<file path="config.mk">
export PLATFORM = sky130hd
export DESIGN_NAME = poac_top
export DESIGN_NICKNAME = d
export VERILOG_FILES = /design/src/rtl/poac_pkg.sv /design/src/rtl/poac_ref_div.sv /design/src/rtl/poac_top.sv
export SDC_FILE = /design/constraint.sdc
export NUM_CORES = 1
export LEC_CHECK = 0
export BUFFER_PORTS_ARGS = -buffer_cell sky130_fd_sc_hd__clkbuf_2
export CORE_ASPECT_RATIO = 0.75
export CORE_UTILIZATION = 45
export DETAILED_ROUTE_END_ITERATION = 7
export GPL_TIMING_DRIVEN = 0
export PLACE_DENSITY_LB_ADDON = 0.08
export SYNTH_ARGS = -nofsm -noshare
export SYNTH_HDL_FRONTEND = slang
export SYNTH_SLANG_ARGS = --single-unit
</file>
<file path="constraint.sdc">
create_clock -name i_core_clk -period 1.4 [get_ports i_core_clk]
set_input_delay 0.42 -clock i_core_clk [delete_from_list [all_inputs] [get_ports i_core_clk]]
set_output_delay 0.42 -clock i_core_clk [all_outputs]
set_load 0.005 [all_outputs]
</file>
<file path="src/rtl/poac_pkg.sv">
// Package of constants and carrier types for the PLL override and aux clock output block.
package poac_pkg;
   // ****************************************
   // Register offsets and field positions
   // ****************************************
   localparam logic [7:0] POAC_AUX_CTRL_ADDR = 8'h57;
   localparam logic [7:0] POAC_OVR_CTRL_ADDR = 8'h58;
   localparam logic [7:0] POAC_TRIM_ADDR = 8'h59;
   localparam logic [7:0] POAC_AUX_CTRL_RST = 8'h00;
   localparam logic [7:0] POAC_OVR_CTRL_RST = 8'h00;
   localparam logic [7:0] POAC_TRIM_RST = 8'h00;
   localparam int POAC_AUX_EN_BIT = 7;
   localparam int POAC_AUX_SEL_MSB = 2;
   localparam int POAC_OVR_EN_BIT = 7;
   localparam int POAC_REFD_MSB = 5;
   localparam int POAC_REFD_LSB = 4;
   localparam int POAC_REFC_MSB = 3;
   localparam int POAC_REFC_LSB = 2;
   localparam int POAC_SE_REF_BIT = 1;
   localparam int POAC_PLL_EN_BIT = 0;
   localparam int POAC_TRIM_MSB = 6;
   // ****************************************
   // Encodings
   // ****************************************
   localparam logic [2:0] POAC_SEL_16UI = 3'h0;
   localparam logic [2:0] POAC_SEL_32UI = 3'h1;
   localparam logic [2:0] POAC_SEL_64UI = 3'h2;
   localparam logic [2:0] POAC_SEL_TSTAMP = 3'h3;
   localparam logic [3:0] POAC_DIV_16 = 4'hF;
   localparam logic [4:0] POAC_DIV_32 = 5'h1F;
   localparam logic [5:0] POAC_DIV_64 = 6'h3F;
   localparam int POAC_CNT_W = 6;
   localparam int POAC_REFDIV_W = 3;
   typedef enum logic [1:0] {
      POAC_REF_OFF = 2'b00,
      POAC_REF_DIV1 = 2'b01,
      POAC_REF_DIV2 = 2'b10,
      POAC_REF_DIV4 = 2'b11
   } poac_ref_mode_t;
   // ****************************************
   // Carrier types
   // ****************************************
   typedef struct packed {
      logic wr;
      logic rd;
      logic [7:0] addr;
      logic [7:0] wdata;
   } poac_reg_req_t;
   typedef struct packed {
      logic pll_enable;
      logic single_ended_ref;
      poac_ref_mode_t ref_c;
      poac_ref_mode_t ref_d;
   } poac_pll_cfg_t;
endpackage : poac_pkg

</file>
<file path="src/rtl/poac_ref_div.sv">
// Divided reference clock generator for one reference output.
`timescale 1ns/1ps
module poac_ref_div (
   input wire logic i_core_clk,
   input wire logic i_nrst,
   input wire poac_pkg::poac_ref_mode_t i_mode,
   output logic o_clk
);
   import poac_pkg::*;
   logic [POAC_REFDIV_W-1:0] cnt_reg;
   logic [POAC_REFDIV_W-1:0] cnt_next;
   logic o_clk_next;
   // The reference is modelled by a flop toggling each edge, so each divide step doubles the period of that toggle.
   assign cnt_next = (i_mode == POAC_REF_OFF) ? '0 : cnt_reg + POAC_REFDIV_W'(1);
   assign o_clk_next = (i_mode == POAC_REF_OFF) ? 1'b0 :
                       (i_mode == POAC_REF_DIV1) ? ~o_clk :
                       (i_mode == POAC_REF_DIV2) ? cnt_reg[1] : cnt_reg[2];
   always_ff @(posedge i_core_clk or negedge i_nrst) begin
      if (!i_nrst) begin
         cnt_reg <= '0;
         o_clk <= 1'b0;
      end else begin
         cnt_reg <= cnt_next;
         o_clk <= o_clk_next;
      end
   end
endmodule : poac_ref_div

</file>
<file path="src/rtl/poac_top.sv">
// Register file, PLL pin override and aux clock/timestamp output selection.
`timescale 1ns/1ps
module poac_top (
   input wire logic i_core_clk,
   input wire logic i_nrst,
   input wire poac_pkg::poac_reg_req_t i_reg_req,
   output logic [7:0] o_reg_rdata,
   input wire logic i_serializer_clk_en,
   input wire logic i_serializer_reinit,
   input wire logic i_timestamp_input,
   input wire logic i_pll_enable_pin,
   input wire logic i_single_ended_ref_pin,
   input wire logic i_clock_config_pin0,
   input wire logic i_clock_config_pin1,
   input wire logic i_cal_trim_load,
   input wire logic [6:0] i_cal_trim_value,
   output poac_pkg::poac_pll_cfg_t o_pll_cfg,
   output logic [6:0] o_oscillator_trim,
   output logic o_aux_output,
   output logic o_aux_divider_enable,
   output logic o_reference_output_c,
   output logic o_reference_output_d
);
   import poac_pkg::*;
   // ****************************************
   // Registers
   // ****************************************
   logic [7:0] aux_ctrl_reg;
   logic [7:0] ovr_ctrl_reg;
   logic [7:0] trim_reg;
   logic [7:0] trim_next;
   logic [7:0] rdata_next;
   logic [POAC_CNT_W-1:0] div_cnt_reg;
   logic [POAC_CNT_W-1:0] div_cnt_next;
   logic aux_out_next;
   logic tstamp_reg;
   wire wr_aux = i_reg_req.wr && (i_reg_req.addr == POAC_AUX_CTRL_ADDR);
   wire wr_ovr = i_reg_req.wr && (i_reg_req.addr == POAC_OVR_CTRL_ADDR);
   wire wr_trim = i_reg_req.wr && (i_reg_req.addr == POAC_TRIM_ADDR);
   assign rdata_next = (i_reg_req.addr == POAC_AUX_CTRL_ADDR) ? aux_ctrl_reg :
                       (i_reg_req.addr == POAC_OVR_CTRL_ADDR) ? ovr_ctrl_reg :
                       (i_reg_req.addr == POAC_TRIM_ADDR) ? trim_reg : 8'h00;
   // Software write wins over a calibration load in the same cycle; software avoids that case.
   assign trim_next = wr_trim ? i_reg_req.wdata :
                      i_cal_trim_load ? {1'b0, i_cal_trim_value} : trim_reg;
   always_ff @(posedge i_core_clk or negedge i_nrst) begin
      if (!i_nrst) begin
         aux_ctrl_reg <= POAC_AUX_CTRL_RST;
         ovr_ctrl_reg <= POAC_OVR_CTRL_RST;
         trim_reg <= POAC_TRIM_RST;
         o_reg_rdata <= 8'h00;
      end else begin
         if (wr_aux) begin
            aux_ctrl_reg <= i_reg_req.wdata;
         end
         if (wr_ovr) begin
            ovr_ctrl_reg <= i_reg_req.wdata;
         end
         trim_reg <= trim_next;
         if (i_reg_req.rd) begin
            o_reg_rdata <= rdata_next;
         end
      end
   end
   assign o_oscillator_trim = trim_reg[POAC_TRIM_MSB:0];
   // ****************************************
   // PLL pin override
   // ****************************************
   wire ovr_en = ovr_ctrl_reg[POAC_OVR_EN_BIT];
   wire [1:0] pin_mode = {i_clock_config_pin1, i_clock_config_pin0};
   wire poac_ref_mode_t ref_c_mode = ovr_en ? poac_ref_mode_t'(ovr_ctrl_reg[POAC_REFC_MSB:POAC_REFC_LSB]) :
                                     poac_ref_mode_t'(pin_mode);
   wire poac_ref_mode_t ref_d_req = ovr_en ? poac_ref_mode_t'(ovr_ctrl_reg[POAC_REFD_MSB:POAC_REFD_LSB]) :
                                    poac_ref_mode_t'(pin_mode);
   // Output D is forced off whenever output C is off.
   wire poac_ref_mode_t ref_d_mode = (ref_c_mode == POAC_REF_OFF) ? POAC_REF_OFF : ref_d_req;
   assign o_pll_cfg.pll_enable = ovr_en ? ovr_ctrl_reg[POAC_PLL_EN_BIT] : i_pll_enable_pin;
   assign o_pll_cfg.single_ended_ref = ovr_en ? ovr_ctrl_reg[POAC_SE_REF_BIT] : i_single_ended_ref_pin;
   assign o_pll_cfg.ref_c = ref_c_mode;
   assign o_pll_cfg.ref_d = ref_d_mode;
   poac_ref_div u_ref_c (
      .i_core_clk(i_core_clk),
      .i_nrst(i_nrst),
      .i_mode(ref_c_mode),
      .o_clk(o_reference_output_c)
   );
   poac_ref_div u_ref_d (
      .i_core_clk(i_core_clk),
      .i_nrst(i_nrst),
      .i_mode(ref_d_mode),
      .o_clk(o_reference_output_d)
   );
   // ****************************************
   // Aux output
   // ****************************************
   wire aux_en = aux_ctrl_reg[POAC_AUX_EN_BIT];
   wire [2:0] aux_sel = aux_ctrl_reg[POAC_AUX_SEL_MSB:0];
   wire ser_mode = aux_sel <= POAC_SEL_64UI;
   // The divider counts serializer word strobes; reinit restarts it, which glitches the aux clock.
   wire div_run = aux_en && ser_mode && !i_serializer_reinit;
   wire [POAC_CNT_W-1:0] div_top = (aux_sel == POAC_SEL_16UI) ? {2'b00, POAC_DIV_16} :
                                   (aux_sel == POAC_SEL_32UI) ? {1'b0, POAC_DIV_32} : POAC_DIV_64;
   assign div_cnt_next = !div_run ? '0 :
                         !i_serializer_clk_en ? div_cnt_reg :
                         (div_cnt_reg == div_top) ? '0 : div_cnt_reg + 6'h01;
   wire half_bit = (aux_sel == POAC_SEL_16UI) ? div_cnt_reg[3] :
                   (aux_sel == POAC_SEL_32UI) ? div_cnt_reg[4] : div_cnt_reg[5];
   assign aux_out_next = !aux_en ? 1'b0 :
                         ser_mode ? (div_run && half_bit) :
                         (aux_sel == POAC_SEL_TSTAMP) ? tstamp_reg : 1'b0;
   assign o_aux_divider_enable = aux_en;
   always_ff @(posedge i_core_clk or negedge i_nrst) begin
      if (!i_nrst) begin
         div_cnt_reg <= '0;
         tstamp_reg <= 1'b0;
         o_aux_output <= 1'b0;
      end else begin
         div_cnt_reg <= div_cnt_next;
         tstamp_reg <= i_timestamp_input;
         o_aux_output <= aux_out_next;
      end
   end
endmodule : poac_top

</file>
==> qor.yml, run 1 <==
run_status:
  outcome: "complete, but fails checks"
  violations: "negative setup slack"
sta:
  setup_violations: 7
  worst_slack_ns: -0.2988
  hold_violations: 0
  finClkSkew_ns: 0.007169
  min_period_ns: 1.699
  fin_tns_setup_ns: -1.730
  hold_ws_ns: 0.2253
  worst_pin_slew_ns: 1.067
  post-route-period-util: 1.213
  slew_viol_final: 0
  rsz0062_at_grt: "yes"
  fmax_ghz: 0.5887
  relSlewSlack: 0.2884
critical_path:
  critPathCaptureType: "output port"
  path_max_fanout: 5
  crit_required_ns: 0.98
  crit_path_start_kind: "flip-flop"
  crit_type: "flip-flop to output port"
  critPathArrivalTime_ns: 1.28
layout:
  nets: 342
  final_cell_area_um2: 3148
  layout-drive-gt1-share: 0.4590
  final_cell_mix: "clkbuf_2, dfrtp_1, buf_4"
  diodes: 0
  final_common_cell: "clkbuf_2"
  area.growth.synth_to_final_pct: 29.22
clocking:
  clock_path_buffers: 2
  htree_levels: 2
  cts_hold_buffers: 0
  cts_inserted_buffers: 5
  clk_pin_slew_ns: 0.08
  clk_latency_ns: 0.29
  tritoncts: "done"
  cts.sinks: 48
  clockRootBuffer: "clkbuf_8"
die:
  die_height_um: 65.72
  dieArea_um2: 5715
  die-width_um: 86.96
  initial_utilization: 0.4836
  coreArea_um2: 5037
  rows: 22
  pin_count: 60
global_route:
  grt_pass1_vias: 1741
  grt_pass1_wl_um: 8832
  grt-ovfl-total: 0
  grt_max_degree: 49
  antenna_found_initial: 0
  track_usage: 0.2087
yosys:
  seq_area_frac_synth: 0.4931
  syn_nets: 260
  synth_xor_xnor_area_share: 0.01438
  syn_area_um2: 2436
  synth-main-ff-cell: "dfrtp_1"
  synth-compound-area-share: 0.1325
  async_flop_share: 1.000
  synth-simple-area-share: 0.1253
  ys_types: 40
  synth.avg_cell_area_um2: 10.97
  synth_seq_cells: 48
  synth_edf_count: 0
  synthAdderAreaFrac: 0.01541
  synthMuxAreaShare: 0.1608
  synthCells: 222
  synth_top_family_by_area: "multiplexers"
  ys_warn_count: 0
drt:
  drt_wl_total_um: 5582
  initialDrtViolationCount: 69
  post-route-drc-count: 0
  vias: 1914
  highest_layer: "met4"
  wl_met2_um: 2315
  wl_per_cell_um: 14.81
  vias_per_cell: 5.077
  ant_nets: 0
  wl_met3_um: 276
  wl_met1_um: 2967
  detail_route.first_pass.iterations: 4
placed_design:
  dpl_cell_area_um2: 2819
  routabilityCongestion: 0.7374
  port_buffers: 57
  hpwl_um: 3807
  place_ws_ns: -0.4212
power:
  ir_worst_vdd_v: 0.0004771
  power_density_nw_per_um2: 955.2
  p_leak_nw: 1.522
flow_run:
  max-cap-violations: 0
min_path:
  hp-class: "primary input to flip-flop"
[kinds of logic after synthesis]
family                     count (synthesis)
and+or+nand+nor                           53
buffers and inverters                     27
adders and majority gates                  3
AOI/OAI and AO/OA                         51
muxes                                     36
xor gates and xnor gates                   4
DFF                                       48
[path summary, 6_finish.rpt]
| path | start | to | slack, ns | depth (start not counted) |
|---|---|---|---|---|
| worst max-delay path | ovr_ctrl_reg[7]$_DFFE_PN0P_ | o_pll_cfg[5] | -0.30 | 3 |
| worst min-delay path | i_timestamp_input | tstamp_reg$_DFF_PN0_ | 0.23 | 1 |
| worst max register to register | ovr_ctrl_reg[7]$_DFFE_PN0P_ | u_ref_d.o_clk$_DFF_PN0_ | -0.16 | 6 |
| worst min register to register | u_ref_d.cnt_reg[0]$_DFF_PN0_ | u_ref_d.cnt_reg[0]$_DFF_PN0_ | 0.43 | 1 |
| max in group asynchronous | i_nrst | aux_ctrl_reg[1]$_DFFE_PN0P_ | 0.36 | 1 |
| min in group asynchronous | i_nrst | o_reg_rdata[0]$_DFFE_PN0P_ | 0.31 | 1 |
[report_power, final]
| group | internal [mW] | total, mW | switching, mW |
|---|---|---|---|
| sequential | 1.50 | 1.60 | 0.0929 |
| combinational | 0.315 | 0.564 | 0.249 |
| clock | 0.404 | 0.847 | 0.443 |
[repair_timing]
item | CTS | global route
gates resized for setup | 16 | 15
gates cloned | 1 | 0
endpoints found under the setup margin | 26 | 16
buffers inserted | 9 | 10
pin swaps | 8 | 8
[stage by stage]
step	instances	utilization	power, mW
floorplan	222	-	1.909
global placement	351	0.5596	2.102
detailed placement	351	0.5596	2.107
CTS	367	0.6008	2.989
global route	377	0.6249	3.180
finish	377	0.6249	3.007
[worst max-delay path, stage by stage, from the launching register on]
cell and delay [ns]:
dfrtp_1 0.43, buf_6 0.16, mux2_4 0.29, clkbuf_2 0.11
[area by class of cell]
cell class | count | area [µm²]
Fill cell | 458 | 1889
Sequential cell | 48 | 1205
Multi-Input combinational cell | 147 | 1180
Timing Repair Buffer | 77 | 442.9
Buffer | 13 | 95.09
Clock buffer | 8 | 90.09
Tap cell | 72 | 90.09
Inverter | 12 | 45.04
[synthesized netlist by cell type (all sizes together), types with 2 or more instances]
cell type | count | area (µm²)
o22ai | 8 | 50.05
xnor2 | 2 | 17.52
ha | 3 | 37.54
nand2 | 14 | 52.55
nand2b | 4 | 25.02
mux2i | 11 | 110.1
inv | 12 | 45.04
a211o | 2 | 17.52
a21oi | 15 | 75.07
xor2 | 2 | 17.52
o21ai | 9 | 45.04
nor2 | 20 | 75.07
buf | 14 | 93.84
nand3 | 4 | 25.02
a22oi | 8 | 60.06
mux2 | 25 | 281.5
dfrtp | 48 | 1201
nor2b | 3 | 18.77
o211ai | 2 | 15.01
[metal layers]
layer / track usage / up-vias
li1: - / 960
met1: 0.3306 / 901
met2: 0.2923 / 48
met3: 0.03894 / 5
met4: 0.04375 / 0
met5: 0 / -
Power figures use the tool's default switching activity.
==> run 2: changes to the inputs <==
ABC_AREA = 1   (was default)
CORE_UTILIZATION = 49   (was 45)
==> qor.yml, run 2 <==
run_status:
  outcome: "complete, but fails checks"  # unchanged
  violations: "negative setup slack"  # unchanged
drt:
  initialDrtViolationCount: 171  # was 69
  ant_nets: 0  # unchanged
  post-route-drc-count: 0  # unchanged
  drt_wl_total_um: 6065  # was 5582 µm
  wl_per_cell_um: 12.82  # was 14.81 µm
  vias_per_cell: 5.004  # was 5.077
  vias: 2367  # was 1914
  detail_route.first_pass.iterations: 4  # unchanged
clocking:
  clk_pin_slew_ns: 0.09  # was 0.08 ns
  cts_hold_buffers: 0  # unchanged
  cts.sinks: 48  # unchanged
  htree_levels: 2  # unchanged
  tritoncts: "done"  # unchanged
  clk_latency_ns: 0.30  # was 0.29 ns
  cts_inserted_buffers: 5  # unchanged
  clockRootBuffer: "clkbuf_8"  # unchanged
  clock_path_buffers: 2  # unchanged
die:
  coreArea_um2: 5037  # unchanged
  rows: 22  # unchanged
  dieArea_um2: 5675  # was 5715 µm²
  initial_utilization: 0.5229  # was 0.4836
  pin_count: 60  # unchanged
  die_height_um: 65.49  # was 65.72 µm
  die-width_um: 86.66  # was 86.96 µm
power:
  totalPowerFinal_mw: 3.172  # was 3.007 mW
  clkPwrFrac: 0.334  # was 0.282
  ir_worst_vdd_v: 0.0005810  # was 0.0004771 V
  power_density_nw_per_um2: 899.0  # was 955.2 nW/µm²
  p_leak_nw: 1.859  # was 1.522 nW
  p_sw_frac: 0.2656  # was 0.2610
  power_frac_comb: 0.175  # was 0.187
  seqPwrFrac: 0.491  # was 0.531
  cell_internal_pwr_mw: 2.330  # was 2.222 mW
  p_sw_uw: 842.4  # was 784.7 µW
global_route:
  track_usage: 0.2405  # was 0.2087
  grt_pass1_vias: 2191  # was 1741
  grt-ovfl-total: 0  # unchanged
  grt_max_degree: 49  # unchanged
  antenna_found_initial: 0  # unchanged
  grt_pass1_wl_um: 10340  # was 8832 µm
placed_design:
  hpwl_um: 4344  # was 3807 µm
  port_buffers: 58  # was 57
  dpl_cell_area_um2: 3119  # was 2819 µm²
  routabilityCongestion: 0.8063  # was 0.7374
  place_ws_ns: -0.3996  # was -0.4212 ns
min_path:
  min_from: "i_timestamp_input"  # unchanged
  hp-class: "primary input to flip-flop"  # unchanged
  hold_end: "tstamp_reg$_DFF_PN0_"  # unchanged
  holdPathStages: 1  # unchanged
flow_run:
  max-cap-violations: 0  # unchanged
sta:
  fmax_ghz: 0.5666  # was 0.5887 GHz
  relSlewSlack: 0.3071  # was 0.2884
  rsz0062_at_grt: "yes"  # unchanged
  setup_violations: 6  # was 7
  worst_slack_ns: -0.3650  # was -0.2988 ns
  worst_pin_slew_ns: 1.039  # was 1.067 ns
  fin_tns_setup_ns: -1.786  # was -1.730 ns
  slew_viol_final: 0  # unchanged
  min_period_ns: 1.765  # was 1.699 ns
  hold_violations: 0  # unchanged
  post-route-period-util: 1.261  # was 1.213
  finClkSkew_ns: 0.006366  # was 0.007169 ns
layout:
  final_util: 0.7004  # was 0.6249
  final_common_cell: "nand2_1"  # was clkbuf_2
  final_cell_mix: "nand2_1, clkbuf_2, dfrtp_1"  # was clkbuf_2, dfrtp_1, buf_4
  final_cell_area_um2: 3528  # was 3148 µm²
  area.growth.synth_to_final_pct: 33.97  # was 29.22%
  nets: 438  # was 342
  diodes: 0  # unchanged
  layout-drive-gt1-share: 0.4364  # was 0.4590
yosys:
  synth.avg_cell_area_um2: 8.415  # was 10.97 µm²
  synthTopCellsByCount: "nand2_1, nand3_1, dfrtp_1"  # was dfrtp_1, mux2_2, nor2_1
  ys_warn_count: 0  # unchanged
  syn_area_um2: 2634  # was 2436 µm²
  seq_area_frac_synth: 0.4561  # was 0.4931
  synth_top_cells_by_area: "dfrtp_1, nand2_1, nand3_1, inv_1, o21ai_2"  # was dfrtp_1, mux2_2, mux2i_1, a21oi_1, nor2_1
  async_flop_share: 1.000  # unchanged
  syn_nets: 351  # was 260
  yosysMostFrequentCell: "nand2_1"  # was dfrtp_1
  synth_seq_cells: 48  # unchanged
  synth_edf_count: 0  # unchanged
  synth_top_area_frac: 0.4561  # was 0.4931
  ys_types: 27  # was 40
  synthCells: 313  # was 222
  yosysTopAreaCell: "dfrtp_1"  # unchanged
  synth-main-ff-cell: "dfrtp_1"  # unchanged
critical_path:
  critPathArrivalTime_ns: 1.35  # was 1.28 ns
  rr_endpoint: "u_ref_d.o_clk$_DFF_PN0_"  # unchanged
  cp_cell_sequence: "buf_6 -> inv_6 -> nand2_4 -> nand2_4 -> nand2_4 -> inv_4 -> nor2_4 -> buf_2"  # was buf_6 -> mux2_4 -> clkbuf_2
  crit_slowest_cell: "dfrtp_1"  # unchanged
  cpMostUsedCell: "nand2_4"
  path_max_fanout: 5  # unchanged
  crit_required_ns: 0.98  # about the same
  crit_type: "flip-flop to output port"  # unchanged
  critPathMaxStageDelay_ns: 0.41  # was 0.43 ns
  crit_path_start_kind: "flip-flop"  # unchanged
  critPathCaptureType: "output port"  # unchanged
  r2r_slack_ns: 0.03  # was -0.16 ns
  regToRegStartpoint: "ovr_ctrl_reg[7]$_DFFE_PN0P_"  # unchanged
  ff2ff_path_depth: 8  # was 6
==> run 2: changes by cell type after synthesis, sizes merged, moves of 5 or more <==
cell	change
nand2	+65
nand3	+50
inv	+25
mux2	-25
o21ai	+14
a21oi	-11
mux2i	-11
a22oi	-8
o22ai	-8
nand4	+5
nor3	+5
o211ai	+5
==> run 2: area by class of cell <==
cell class	instances	area, µm²
Clock buffer	6	82.58
Buffer	12	101.3
Fill cell	420	1509
Clock inverter	2	38.79
Multi-Input combinational cell	212	1360
Tap cell	72	90.09
Sequential cell	48	1204
Inverter	37	162.7
Timing Repair Buffer	84	489.2
==> run 2: cells by family after synthesis <==
logic type      count (synthesis)  synth area share
fa+ha+maj                       3           0.01425
buf+inv                        53           0.09976
simple gates                  167            0.3031
xor+xnor                        4           0.01330
flops                          48            0.4561
compound gates                 38            0.1135
==> run 2: routing by layer <==
metal | global-route usage | wire (µm) | vias to the layer above
li1 | - | - | 1196
met1 | 0.3498 | 3109 | 1096
met2 | 0.3710 | 2577 | 68
met3 | 0.04523 | 311 | 7
met4 | 0.05833 | 67 | 0
met5 | 0 | 0 | -
==> run 2: what timing repair did <==
item | in CTS | in global routing
cloned | 1 | 0
setup endpoints to repair | 24 | 28
resized for setup | 16 | 29
hold endpoints to repair | 0 | 0
buffers inserted | 9 | 17
pin swaps | 9 | 8
==> run 2: critical path, delay by kind of cell, from the launching register on <==
family,cells,cell delay [ns]
buffers and inverters,4,0.40
flip-flops,1,0.41
AND/OR/NAND/NOR,4,0.22
==> run 2: worst max path at each step <==
| stage | start | end | slack [ns] | depth (start not counted) |
|---|---|---|---|---|
| after floorplan | i_reg_req[10] | trim_reg[3]$_DFFE_PN0P_ | -0.009 | 7 |
| after global placement | i_reg_req[10] | ovr_ctrl_reg[5]$_DFFE_PN0P_ | -0.41 | 8 |
| after detailed placement | i_reg_req[10] | ovr_ctrl_reg[5]$_DFFE_PN0P_ | -0.40 | 8 |
| after CTS | ovr_ctrl_reg[7]$_DFFE_PN0P_ | o_pll_cfg[1] | -0.35 | 7 |
| after global routing | ovr_ctrl_reg[7]$_DFFE_PN0P_ | o_pll_cfg[1] | -0.44 | 7 |
| final | ovr_ctrl_reg[7]$_DFFE_PN0P_ | o_pll_cfg[1] | -0.37 | 8 |
==> run 2: power by group through the flow <==
stage	clock, mW	combinational, mW	sequential [mW]
floorplan	0	0.295	1.56
global placement	0	0.457	1.58
detailed placement	0	0.469	1.58
CTS	1.08	0.507	1.55
global route	1.13	0.628	1.57
finish	1.06	0.556	1.56
==> run 2: per-stage QoR <==
stage,instances,hold WS (ns)
floorplan,313,0.1244
global placement,443,0.4202
detailed placement,443,0.4302
CTS,461,0.2148
global route,473,0.2059
finish,473,0.2179
